### src/logic/ftt_defs.svh
// Constants for the FIFO, transmit-length and test-control register block.
`ifndef FTT_DEFS_SVH
`define FTT_DEFS_SVH

// ---------------------------------------------------------------------------
// Register indices (byte address is four times the index)
// ---------------------------------------------------------------------------
`define FTT_IDX_TEST_CONTROL    6'h1B
`define FTT_IDX_FIFO_STATUS     6'h1C
`define FTT_IDX_TX_LENGTH_UPPER 6'h1D
`define FTT_IDX_TX_LENGTH_LOWER 6'h1E
`define FTT_IDX_FIFO_DATA       6'h1F
`define FTT_IDX_CONTROL         6'h20
`define FTT_IDX_IRQ_STATUS      6'h21
`define FTT_IDX_IRQ_MASK        6'h22

// ---------------------------------------------------------------------------
// Field positions
// ---------------------------------------------------------------------------
`define FTT_TC_FAST_CODER_CLOCK 0
`define FTT_TC_DECODER_TEST     1
`define FTT_TC_IO_TEST_LO       2
`define FTT_TC_IO_TEST_HI       3
`define FTT_TC_RF_LEVEL_TEST    6
`define FTT_TC_WRITE_MASK       8'h4F
`define FTT_TC_TEST_MASK        8'h0E
`define FTT_FS_OVERFLOW         7
`define FTT_TXL_PARTIAL_FLAG    0
`define FTT_CTRL_STOP           0
`define FTT_IRQ_OVERFLOW        0
`define FTT_IRQ_TX_EOF          1
`define FTT_IRQ_TEST_EXIT       2
`define FTT_IRQ_COUNT           3

// ---------------------------------------------------------------------------
// Reset values and sizes
// ---------------------------------------------------------------------------
`define FTT_RST_TEST_CONTROL    8'h00
`define FTT_RST_TX_LENGTH       8'h00
`define FTT_RST_IRQ             3'h0
`define FTT_FIFO_DEPTH          127
`define FTT_CODER_CLOCK_KHZ     13560

`endif

### src/logic/ftt_pkg.sv
// Types shared by the FIFO, transmit-length and test-control block.
package ftt_pkg;

    typedef enum logic [0:0]
    {
        FTT_TEST_IDLE   = 1'b0,
        FTT_TEST_ACTIVE = 1'b1
    } ftt_test_state_t;

    typedef logic [7:0] ftt_byte_t;

endpackage

### src/logic/ftt_if.sv
// Interfaces joining the register core to its bus slave and its FIFO memory.
`timescale 1ns/1ps

interface ftt_reg_if;
    logic       wr_stb;
    logic       rd_stb;
    logic [5:0] index;
    logic [7:0] wdata;
    logic [7:0] rdata;
    logic       hit;

    modport slave (output wr_stb, output rd_stb, output index, output wdata, input rdata, input hit);
    modport core  (input wr_stb, input rd_stb, input index, input wdata, output rdata, output hit);
endinterface

interface ftt_mem_if;
    logic       wr_en;
    logic [6:0] waddr;
    logic [7:0] wdata;
    logic [6:0] raddr;
    logic [7:0] q;

    modport mem  (input wr_en, input waddr, input wdata, input raddr, output q);
    modport core (output wr_en, output waddr, output wdata, output raddr, input q);
endinterface

### src/logic/ftt_mem.sv
// Byte storage for the FIFO with a registered, write-forwarded read port.
`timescale 1ns/1ps

module ftt_mem
#(
    parameter int DEPTH = 127
)
(
    input  wire logic mclk_in,
    input  wire logic rst_n_in,
    ftt_mem_if.mem    port
);
    logic [7:0] store [0:DEPTH-1];

    // The pointers are seven bits wide, which caps the depth.
    generate
        if (DEPTH < 2 || DEPTH > 128)
        begin : g_bad_depth
            $error("Memory depth must lie between 2 and 128");
        end
    endgenerate

    always_ff @(posedge mclk_in)
    begin
        if (port.wr_en)
        begin
            store[port.waddr] <= port.wdata;
        end
    end

    // Forwarding lets a byte pushed into an empty FIFO show at the head at once.
    always_ff @(posedge mclk_in)
    begin
        if (!rst_n_in)
        begin
            port.q <= 8'h00;
        end
        else if (port.wr_en && (port.waddr == port.raddr))
        begin
            port.q <= port.wdata;
        end
        else
        begin
            port.q <= store[port.raddr];
        end
    end
endmodule

### src/logic/ftt_apb.sv
// APB slave front end: one wait state, then a register strobe on completion.
`timescale 1ns/1ps

module ftt_apb
#(
    parameter int ADDR_W = 8
)
(
    input  wire logic              mclk_in,
    input  wire logic              rst_n_in,
    input  wire logic              psel_in,
    input  wire logic              penable_in,
    input  wire logic              pwrite_in,
    input  wire logic [ADDR_W-1:0] paddr_in,
    input  wire logic [31:0]       pwdata_in,
    output logic      [31:0]       prdata_out,
    output logic                   pready_out,
    output logic                   pslverr_out,
    ftt_reg_if.slave               regs
);
    logic access;
    logic done;

    // Register decoding reads paddr bits seven to two, so narrower buses cannot work.
    generate
        if (ADDR_W < 8)
        begin : g_bad_addr
            $error("Address width must be at least 8 bits");
        end
    endgenerate

    assign access      = psel_in && penable_in;
    assign done        = access && pready_out;
    assign regs.index  = paddr_in[7:2];
    assign regs.wdata  = pwdata_in[7:0];
    assign regs.wr_stb = done && pwrite_in && regs.hit && (paddr_in[1:0] == 2'h0);
    assign regs.rd_stb = done && !pwrite_in && regs.hit && (paddr_in[1:0] == 2'h0);

    always_ff @(posedge mclk_in)
    begin
        if (!rst_n_in)
        begin
            pready_out  <= 1'b0;
            pslverr_out <= 1'b0;
            prdata_out  <= 32'h0000_0000;
        end
        else
        begin
            pready_out  <= access && !pready_out;
            pslverr_out <= access && !pready_out && (!regs.hit || (paddr_in[1:0] != 2'h0));
            if (access && !pready_out && !pwrite_in)
            begin
                prdata_out <= {24'h00_0000, regs.rdata};
            end
        end
    end
endmodule

### src/logic/ftt_top.sv
// Register core for the data FIFO, transmit length and test control.
// Function
// - Writing decoder or I/O test bits puts the device into test mode.
// - Test mode persists until a stop condition, reset or enable low, whatever else software writes.
// - The stop condition clears the decoder and both I/O test bits.
// - Test control resets to zero on reset and while enable is low.
// - Coder clock test bit selects the 13.56 MHz coder clock.
// - Pushing a byte into a full 127-byte FIFO sets the overflow flag.
// - FIFO status bits six to zero give the held byte count.
// - Upper length bits seven to four hold count bits eleven to eight.
// - Upper length bits three to zero hold count bits seven to four.
// - Upper length register clears on reset and while enable is low.
// - Upper length register clears when transmit end-of-frame has been sent.
// - Lower length holds count bits three to zero, same clearing events.
// - Lower bit zero flags a partial byte; bits three to one give its bits.
//
// The APB register port was decided locally.
`timescale 1ns/1ps
`include "ftt_defs.svh"

module ftt_top
    import ftt_pkg::*;
#(
    parameter int ADDR_W     = 8,
    parameter int FIFO_DEPTH = `FTT_FIFO_DEPTH
)
(
    input  wire logic              mclk_in,
    input  wire logic              rst_n_in,
    input  wire logic              en_in,
    input  wire logic              psel_in,
    input  wire logic              penable_in,
    input  wire logic              pwrite_in,
    input  wire logic [ADDR_W-1:0] paddr_in,
    input  wire logic [31:0]       pwdata_in,
    output logic      [31:0]       prdata_out,
    output logic                   pready_out,
    output logic                   pslverr_out,
    input  wire logic              tx_pop_in,
    input  wire logic              tx_eof_in,
    output logic      [7:0]        tx_data_out,
    output logic                   tx_data_valid_out,
    output logic                   test_mode_out,
    output logic                   decoder_test_out,
    output logic      [1:0]        io_test_out,
    output logic                   rf_level_test_out,
    output logic                   fast_coder_clock_out,
    output logic      [11:0]       tx_byte_count_out,
    output logic                   tx_partial_valid_out,
    output logic      [2:0]        tx_partial_bits_out,
    output logic                   irq_out
);

    // ------------------------------------------------------------------
    // Elaboration checks
    // ------------------------------------------------------------------
    generate
        if (FIFO_DEPTH < 2 || FIFO_DEPTH > 127)
        begin : g_bad_depth
            $error("FIFO depth must lie between 2 and 127");
        end
        if (ADDR_W < 8)
        begin : g_bad_addr
            $error("Address width must be at least 8 bits");
        end
    endgenerate

    // ------------------------------------------------------------------
    // Decoding helpers
    // ------------------------------------------------------------------
    function automatic logic is_mapped(input logic [5:0] idx);
        is_mapped = (idx >= `FTT_IDX_TEST_CONTROL) && (idx <= `FTT_IDX_IRQ_MASK);
    endfunction

    function automatic logic [6:0] ptr_inc(input logic [6:0] ptr);
        ptr_inc = (ptr == 7'(FIFO_DEPTH - 1)) ? 7'h00 : ptr + 7'h01;
    endfunction

    function automatic logic hits(input logic stb, input logic [5:0] idx, input logic [5:0] want);
        hits = stb && (idx == want);
    endfunction

    // ------------------------------------------------------------------
    // Submodules
    // ------------------------------------------------------------------
    ftt_reg_if regs ();
    ftt_mem_if mport ();

    ftt_apb #(
        .ADDR_W (ADDR_W)
    ) u_apb (
        .mclk_in     (mclk_in),
        .rst_n_in    (rst_n_in),
        .psel_in     (psel_in),
        .penable_in  (penable_in),
        .pwrite_in   (pwrite_in),
        .paddr_in    (paddr_in),
        .pwdata_in   (pwdata_in),
        .prdata_out  (prdata_out),
        .pready_out  (pready_out),
        .pslverr_out (pslverr_out),
        .regs        (regs.slave)
    );

    ftt_mem #(
        .DEPTH (FIFO_DEPTH)
    ) u_mem (
        .mclk_in  (mclk_in),
        .rst_n_in (rst_n_in),
        .port     (mport.mem)
    );

    // ------------------------------------------------------------------
    // Register state
    // ------------------------------------------------------------------
    ftt_test_state_t        test_state;
    ftt_byte_t              test_control;
    ftt_byte_t              tx_length_upper;
    ftt_byte_t              tx_length_lower;
    logic [6:0]             wr_ptr;
    logic [6:0]             rd_ptr;
    logic [6:0]             count;
    logic                   overflow;
    logic [`FTT_IRQ_COUNT-1:0] irq_status;
    logic [`FTT_IRQ_COUNT-1:0] irq_mask;
    logic [`FTT_IRQ_COUNT-1:0] next_irq_status;
    logic [`FTT_IRQ_COUNT-1:0] irq_event;

    logic       wr_test;
    logic       wr_upper;
    logic       wr_lower;
    logic       wr_data;
    logic       wr_ctrl;
    logic       rd_data;
    logic       stop;
    logic       full;
    logic       push;
    logic       pop;
    logic       overflow_event;
    logic       test_exit;
    logic [6:0] next_rd_ptr;
    logic [6:0] next_count;

    assign regs.hit = is_mapped(regs.index);
    assign wr_test  = hits(regs.wr_stb, regs.index, `FTT_IDX_TEST_CONTROL);
    assign wr_upper = hits(regs.wr_stb, regs.index, `FTT_IDX_TX_LENGTH_UPPER);
    assign wr_lower = hits(regs.wr_stb, regs.index, `FTT_IDX_TX_LENGTH_LOWER);
    assign wr_data  = hits(regs.wr_stb, regs.index, `FTT_IDX_FIFO_DATA);
    assign wr_ctrl  = hits(regs.wr_stb, regs.index, `FTT_IDX_CONTROL);
    assign rd_data  = hits(regs.rd_stb, regs.index, `FTT_IDX_FIFO_DATA);
    assign stop     = wr_ctrl && regs.wdata[`FTT_CTRL_STOP];

    // ------------------------------------------------------------------
    // Test control and test mode
    // ------------------------------------------------------------------
    // A stop in the same cycle as a test write wins, so a test entry never
    // survives the stop that was meant to end it.
    always_ff @(posedge mclk_in)
    begin
        if (!rst_n_in || !en_in)
        begin
            test_control <= `FTT_RST_TEST_CONTROL;
        end
        else if (stop)
        begin
            test_control <= (wr_test ? (regs.wdata & `FTT_TC_WRITE_MASK) : test_control)
                            & ~`FTT_TC_TEST_MASK;
        end
        else if (wr_test)
        begin
            test_control <= regs.wdata & `FTT_TC_WRITE_MASK;
        end
    end

    assign test_exit = (test_state == FTT_TEST_ACTIVE) && stop;

    always_ff @(posedge mclk_in)
    begin
        if (!rst_n_in || !en_in)
        begin
            test_state <= FTT_TEST_IDLE;
        end
        else
        begin
            case (test_state)
                FTT_TEST_IDLE:
                begin
                    if (wr_test && !stop && ((regs.wdata & `FTT_TC_TEST_MASK) != 8'h00))
                    begin
                        test_state <= FTT_TEST_ACTIVE;
                    end
                end
                FTT_TEST_ACTIVE:
                begin
                    // Clearing the bits by a plain write does not leave test mode.
                    if (stop)
                    begin
                        test_state <= FTT_TEST_IDLE;
                    end
                end
                default:
                begin
                    test_state <= FTT_TEST_IDLE;
                end
            endcase
        end
    end

    assign test_mode_out        = (test_state == FTT_TEST_ACTIVE);
    assign decoder_test_out     = test_control[`FTT_TC_DECODER_TEST];
    assign io_test_out          = {test_control[`FTT_TC_IO_TEST_HI], test_control[`FTT_TC_IO_TEST_LO]};
    assign rf_level_test_out    = test_control[`FTT_TC_RF_LEVEL_TEST];
    assign fast_coder_clock_out = test_control[`FTT_TC_FAST_CODER_CLOCK];

    // ------------------------------------------------------------------
    // Transmit length
    // ------------------------------------------------------------------
    // End-of-frame beats a same-cycle write: the frame just sent owned it.
    always_ff @(posedge mclk_in)
    begin
        if (!rst_n_in || !en_in)
        begin
            tx_length_upper <= `FTT_RST_TX_LENGTH;
            tx_length_lower <= `FTT_RST_TX_LENGTH;
        end
        else if (tx_eof_in)
        begin
            tx_length_upper <= `FTT_RST_TX_LENGTH;
            tx_length_lower <= `FTT_RST_TX_LENGTH;
        end
        else
        begin
            if (wr_upper)
            begin
                tx_length_upper <= regs.wdata;
            end
            if (wr_lower)
            begin
                tx_length_lower <= regs.wdata;
            end
        end
    end

    // The transmitter relies on the host having loaded both bytes before start.
    assign tx_byte_count_out    = {tx_length_upper, tx_length_lower[7:4]};
    assign tx_partial_valid_out = tx_length_lower[`FTT_TXL_PARTIAL_FLAG];
    assign tx_partial_bits_out  = tx_length_lower[3:1];

    // ------------------------------------------------------------------
    // FIFO pointers, count and overflow
    // ------------------------------------------------------------------
    assign full           = (count == 7'(FIFO_DEPTH));
    assign push           = wr_data && !full;
    assign overflow_event = wr_data && full;
    assign pop            = (tx_pop_in || rd_data) && (count != 7'h00);
    assign next_rd_ptr    = pop ? ptr_inc(rd_ptr) : rd_ptr;

    always_comb
    begin
        next_count = count;
        if (push && !pop)
        begin
            next_count = count + 7'h01;
        end
        else if (pop && !push)
        begin
            next_count = count - 7'h01;
        end
    end

    always_ff @(posedge mclk_in)
    begin
        if (!rst_n_in || !en_in)
        begin
            wr_ptr            <= 7'h00;
            rd_ptr            <= 7'h00;
            count             <= 7'h00;
            tx_data_valid_out <= 1'b0;
        end
        else
        begin
            wr_ptr            <= push ? ptr_inc(wr_ptr) : wr_ptr;
            rd_ptr            <= next_rd_ptr;
            count             <= next_count;
            tx_data_valid_out <= (next_count != 7'h00);
        end
    end

    // The flag stays set until reset or enable low, so a lost byte is never hidden.
    always_ff @(posedge mclk_in)
    begin
        if (!rst_n_in || !en_in)
        begin
            overflow <= 1'b0;
        end
        else if (overflow_event)
        begin
            overflow <= 1'b1;
        end
    end

    assign mport.wr_en = push;
    assign mport.waddr = wr_ptr;
    assign mport.wdata = regs.wdata;
    assign mport.raddr = next_rd_ptr;
    assign tx_data_out = mport.q;

    // ------------------------------------------------------------------
    // Interrupts
    // ------------------------------------------------------------------
    assign irq_event[`FTT_IRQ_OVERFLOW]  = overflow_event;
    assign irq_event[`FTT_IRQ_TX_EOF]    = tx_eof_in;
    assign irq_event[`FTT_IRQ_TEST_EXIT] = test_exit;

    genvar gi;
    generate
        for (gi = 0; gi < `FTT_IRQ_COUNT; gi = gi + 1)
        begin : g_irq
            // A new event in the clearing cycle keeps its bit set.
            assign next_irq_status[gi] = irq_event[gi] ||
                (irq_status[gi] && !(hits(regs.wr_stb, regs.index, `FTT_IDX_IRQ_STATUS) && regs.wdata[gi]));
        end
    endgenerate

    always_ff @(posedge mclk_in)
    begin
        if (!rst_n_in)
        begin
            irq_status <= `FTT_RST_IRQ;
            irq_mask   <= `FTT_RST_IRQ;
            irq_out    <= 1'b0;
        end
        else
        begin
            irq_status <= next_irq_status;
            if (hits(regs.wr_stb, regs.index, `FTT_IDX_IRQ_MASK))
            begin
                irq_mask <= regs.wdata[`FTT_IRQ_COUNT-1:0];
            end
            irq_out <= |(next_irq_status & irq_mask);
        end
    end

    // ------------------------------------------------------------------
    // Read data
    // ------------------------------------------------------------------
    always_comb
    begin
        case (regs.index)
            `FTT_IDX_TEST_CONTROL:    regs.rdata = test_control;
            `FTT_IDX_FIFO_STATUS:     regs.rdata = {overflow, count};
            `FTT_IDX_TX_LENGTH_UPPER: regs.rdata = tx_length_upper;
            `FTT_IDX_TX_LENGTH_LOWER: regs.rdata = tx_length_lower;
            `FTT_IDX_FIFO_DATA:       regs.rdata = mport.q;
            `FTT_IDX_IRQ_STATUS:      regs.rdata = {5'h00, irq_status};
            `FTT_IDX_IRQ_MASK:        regs.rdata = {5'h00, irq_mask};
            default:                  regs.rdata = 8'h00;
        endcase
    end

endmodule

### config.mk
export PLATFORM = sky130hd
export DESIGN_NAME = ftt_top
export DESIGN_NICKNAME = d
export VERILOG_FILES = /design/src/logic/ftt_pkg.sv /design/src/logic/ftt_if.sv /design/src/logic/ftt_mem.sv /design/src/logic/ftt_apb.sv /design/src/logic/ftt_top.sv
export VERILOG_INCLUDE_DIRS = /design/src /design/src/logic
export SDC_FILE = /design/constraint.sdc
export NUM_CORES = 1
export LEC_CHECK = 0
export ABC_AREA = 1
export BUFFER_PORTS_ARGS = -buffer_cell sky130_fd_sc_hd__buf_4
export CAP_MARGIN = 20
export CELL_PAD_IN_SITES_DETAIL_PLACEMENT = 1
export CELL_PAD_IN_SITES_GLOBAL_PLACEMENT = 2
export CORE_MARGIN = 2
export CORE_UTILIZATION = 41
export DETAILED_ROUTE_END_ITERATION = 12
export PLACE_DENSITY_LB_ADDON = 0.1
export SYNTH_ARGS = -nofsm -noshare
export SYNTH_HDL_FRONTEND = slang
export SYNTH_SLANG_ARGS = --single-unit
### constraint.sdc
create_clock -name mclk_in -period 4 [get_ports mclk_in]
set_input_delay 0.4 -clock mclk_in [delete_from_list [all_inputs] [get_ports mclk_in]]
set_output_delay 0.4 -clock mclk_in [all_outputs]
set_load 0.01 [all_outputs]
==> flow_metrics.env <==
export IMPL_outcome="finished, final reports clean"
export IMPL_synth_ff_type="edfxtp_1"
export IMPL_post_cts_setup_buffers=0
export IMPL_pwr_share_clk=0.232
export IMPL_synth_most_common_cell="nand2_1"
export IMPL_tightest_slew_ns=0.955
export IMPL_path_class="flop to flop"
export IMPL_die_w_um=347
export IMPL_ys_top_cells_by_count="nand2_1, edfxtp_1, nand3_1"
export IMPL_cts_tree="done"
export IMPL_p_sw_frac=0.440
export IMPL_portBuffers=65
export IMPL_startpoint_type="flop"
export IMPL_timing_final_crit_share=0.894
export IMPL_synth_area_mm2=0.0483
export IMPL_ant_nets=0
export IMPL_cp_end_kind="flop"
export IMPL_grt_antenna_before_repair=2
export IMPL_synth_top_cell_area_share=0.631
export IMPL_seqPwrFrac=0.274
export IMPL_async_flop_share=0
export IMPL_grt_max_degree=97
export IMPL_final_instance_count_excl_fill=6704
export IMPL_critPathMaxFanout=25
export IMPL_dp_cells=6480
export IMPL_combPwrFrac=0.493
export IMPL_clk_path_buf_depth=3
export IMPL_synth_cells=4888
export IMPL_power_per_cell_area_mw_per_mm2=826
export IMPL_placed_area_mm2=0.0519
export IMPL_path_clk_slew_ns=0.06
export IMPL_rows=125
export IMPL_cp_arrival_ns=4.23
export IMPL_slew_viol_final=0
export IMPL_relSlewSlack=0.363
export IMPL_setup_viol=0
export IMPL_finalHoldViolCount=0
export IMPL_vias=34300
export IMPL_max_cap_violations=0
export IMPL_leakage_nw=23.3
export IMPL_fp_dieArea_mm2=0.121
export IMPL_clkLatencyLatePin_ns=0.72
export IMPL_grt_overflow_total=0
export IMPL_synth_yosys_warnings=0
export IMPL_die_h_um=347
export IMPL_internal_power_mw=25.8
export IMPL_rsz0062_at_grt="no"
export IMPL_synth_top_cell_by_area="edfxtp_1"
export IMPL_start_util=0.415
export IMPL_areaGrowthSynthToFinish_pct=15.2
export IMPL_min_period_ns=3.57
export IMPL_fmax_mhz=280
export IMPL_grt_util_all_layers=0.244
export IMPL_clock_sinks=1086
export IMPL_finalClockSkew_ns=0.0265
export IMPL_max_vdd_ir_drop_v=0.000994
export IMPL_synthTopCellsByArea="edfxtp_1, nand3_1, nand2_1"
export IMPL_syn_mean_instance_area_um2=9.89
export IMPL_ys_seq_area_frac=0.660
export IMPL_synth_edf_count=1016
export IMPL_ys_ff_latch=1086
export IMPL_htree_levels=3
export IMPL_fin_tns_setup_ns=0
export IMPL_cts_root_buf="clkbuf_16"
export IMPL_grt_pass1_wl_um=222000
export IMPL_hpwl_um=91000
export IMPL_final_cell_area_mm2=0.0557
export IMPL_ios=114
export IMPL_first_pass_iters=5
export IMPL_numCtsBuffers=120
export IMPL_grt_pass1_vias=35600
export IMPL_synth_distinct_cells=44
export IMPL_drcViolationCount=0
export IMPL_wl_per_cell_um=21.9
export IMPL_hold_path_class="input pin to flop"
export IMPL_vias_per_cell=5.12
export IMPL_final_nets=5137
export IMPL_worstPathRequired_ns=4.65
export IMPL_finalWeightedCongestion=0.792
export IMPL_switching_power_mw=20.2
export IMPL_core_area_mm2=0.117
export IMPL_totalWireLength_um=147000
export IMPL_drive_gt1_frac=0.0981
export IMPL_drtIter0Drc=2315
[per-layer routing]
metal,vias up,GRT usage,wire [µm]
met5,-,0,0
met4,0,0.0574,3280
met3,191,0.0287,5350
met2,612,0.417,71700
met1,17300,0.332,66200
li1,16200,-,-
[critical path, cell delays in order, from the launching register on]
cell	delay, ns
dfxtp_1	0.32
inv_1	0.20
ha_1	0.21
nand3_1	0.22
nand2_4	0.26
nand2_2	0.20
nand2_4	0.28
buf_12	0.26
buf_12	0.18
nand2_1	0.06
nand2_1	0.06
nand2_1	0.05
nand3_1	0.11
nand3_1	0.12
nand3_1	0.17
nand3_1	0.20
nand2_1	0.23
nand2_1	0.11
nand3_1	0.10
nand2_1	0.06
inv_1	0.04
[cells in the final DEF, fill, tap and decap left out, drive strengths merged, types with 3 or more instances in the layout]
cell type / instances
dlygate4sd3: 4
nand2: 1240
inv: 920
nand4: 8
xor2: 9
buf: 307
conb: 24
a21oi: 39
ha: 7
dfxtp: 70
bufinv: 8
nor2: 211
o22ai: 3
nand3: 999
nor3: 15
a211oi: 3
a221oi: 7
or2: 7
clkbuf: 168
o211ai: 4
clkinv: 43
o21ai: 52
edfxtp: 1016
nor4: 3
[repair_timing]
action                                  in CTS  in global routing
hold buffers                                 4                  0
endpoints found under the hold margin        5                  0
gates resized for setup                      0                  0
endpoints found under the setup margin       0                  0
[metrics by stage]
step	hold WS (ns)	power [mW]	setup WS (ns)	util
2_1_floorplan	0.442	26.8	1.07	-
3_3_place_gp	0.447	35.5	0.267	0.445
3_5_place_dp	0.459	35.8	0.192	0.445
4_1_cts	0.0362	46.6	0.464	0.478
5_1_grt	0.0772	49.1	0.178	0.478
6_report	0.0852	46.0	0.425	0.478
[area by class of cell]
cell class              count  area [µm²]
inverters                 921        3460
diodes                      1        2.50
clock buffers             168        3270
repair buffers            311        2890
clock inverters            51         467
well taps                1524        1910
fillers                 12900       60900
multi-input cells        2642       11800
flip-flops and latches   1086       31900
[registers in the layout, summed over array words and instances (netlist names), 3 cells and up]
name	cells
u_mem.store	1016
tx_length_lower	8
tx_length_upper	8
u_apb.prdata_out	8
u_mem.port.q	8
count	7
mport.waddr	7
rd_ptr	7
test_control	5
irq_mask	3
irq_status	3
[power by group through the flow]
| stage | logic (mW) | clock network (mW) | registers (mW) |
|---|---|---|---|
| floorplan | 14.1 | 0 | 12.8 |
| global placement | 22.7 | 0 | 12.9 |
| detailed placement | 23.0 | 0 | 12.8 |
| CTS | 23.1 | 10.9 | 12.6 |
| global route | 25.2 | 11.3 | 12.6 |
| finish | 22.7 | 10.7 | 12.6 |
[path summary, 6_finish.rpt]
| path | startpoint | endpoint | slack, ns | cells past startpoint |
|---|---|---|---|---|
| worst max-delay path | count[1] | u_mem.port.q[6] | 0.43 | 20 |
| worst min-delay path | penable_in | u_apb.pready_out | 0.09 | 5 |
| worst max register to register | count[1] | u_mem.port.q[6] | 0.43 | 20 |
| worst min register to register | overflow | overflow | 0.47 | 1 |
[kinds of logic after synthesis]
group,count (synthesis),share of synthesized area
and+or+nand+nor,2485,0.222
buffers and inverters,1183,0.100
DFF,1086,0.660
AOI/OAI and AO/OA,117,0.0140
xor gates and xnor gates,9,0.00163
adders and majority gates,7,0.00181
other,1,0.0000776
Note: power is estimated with default switching activity, not from simulation.
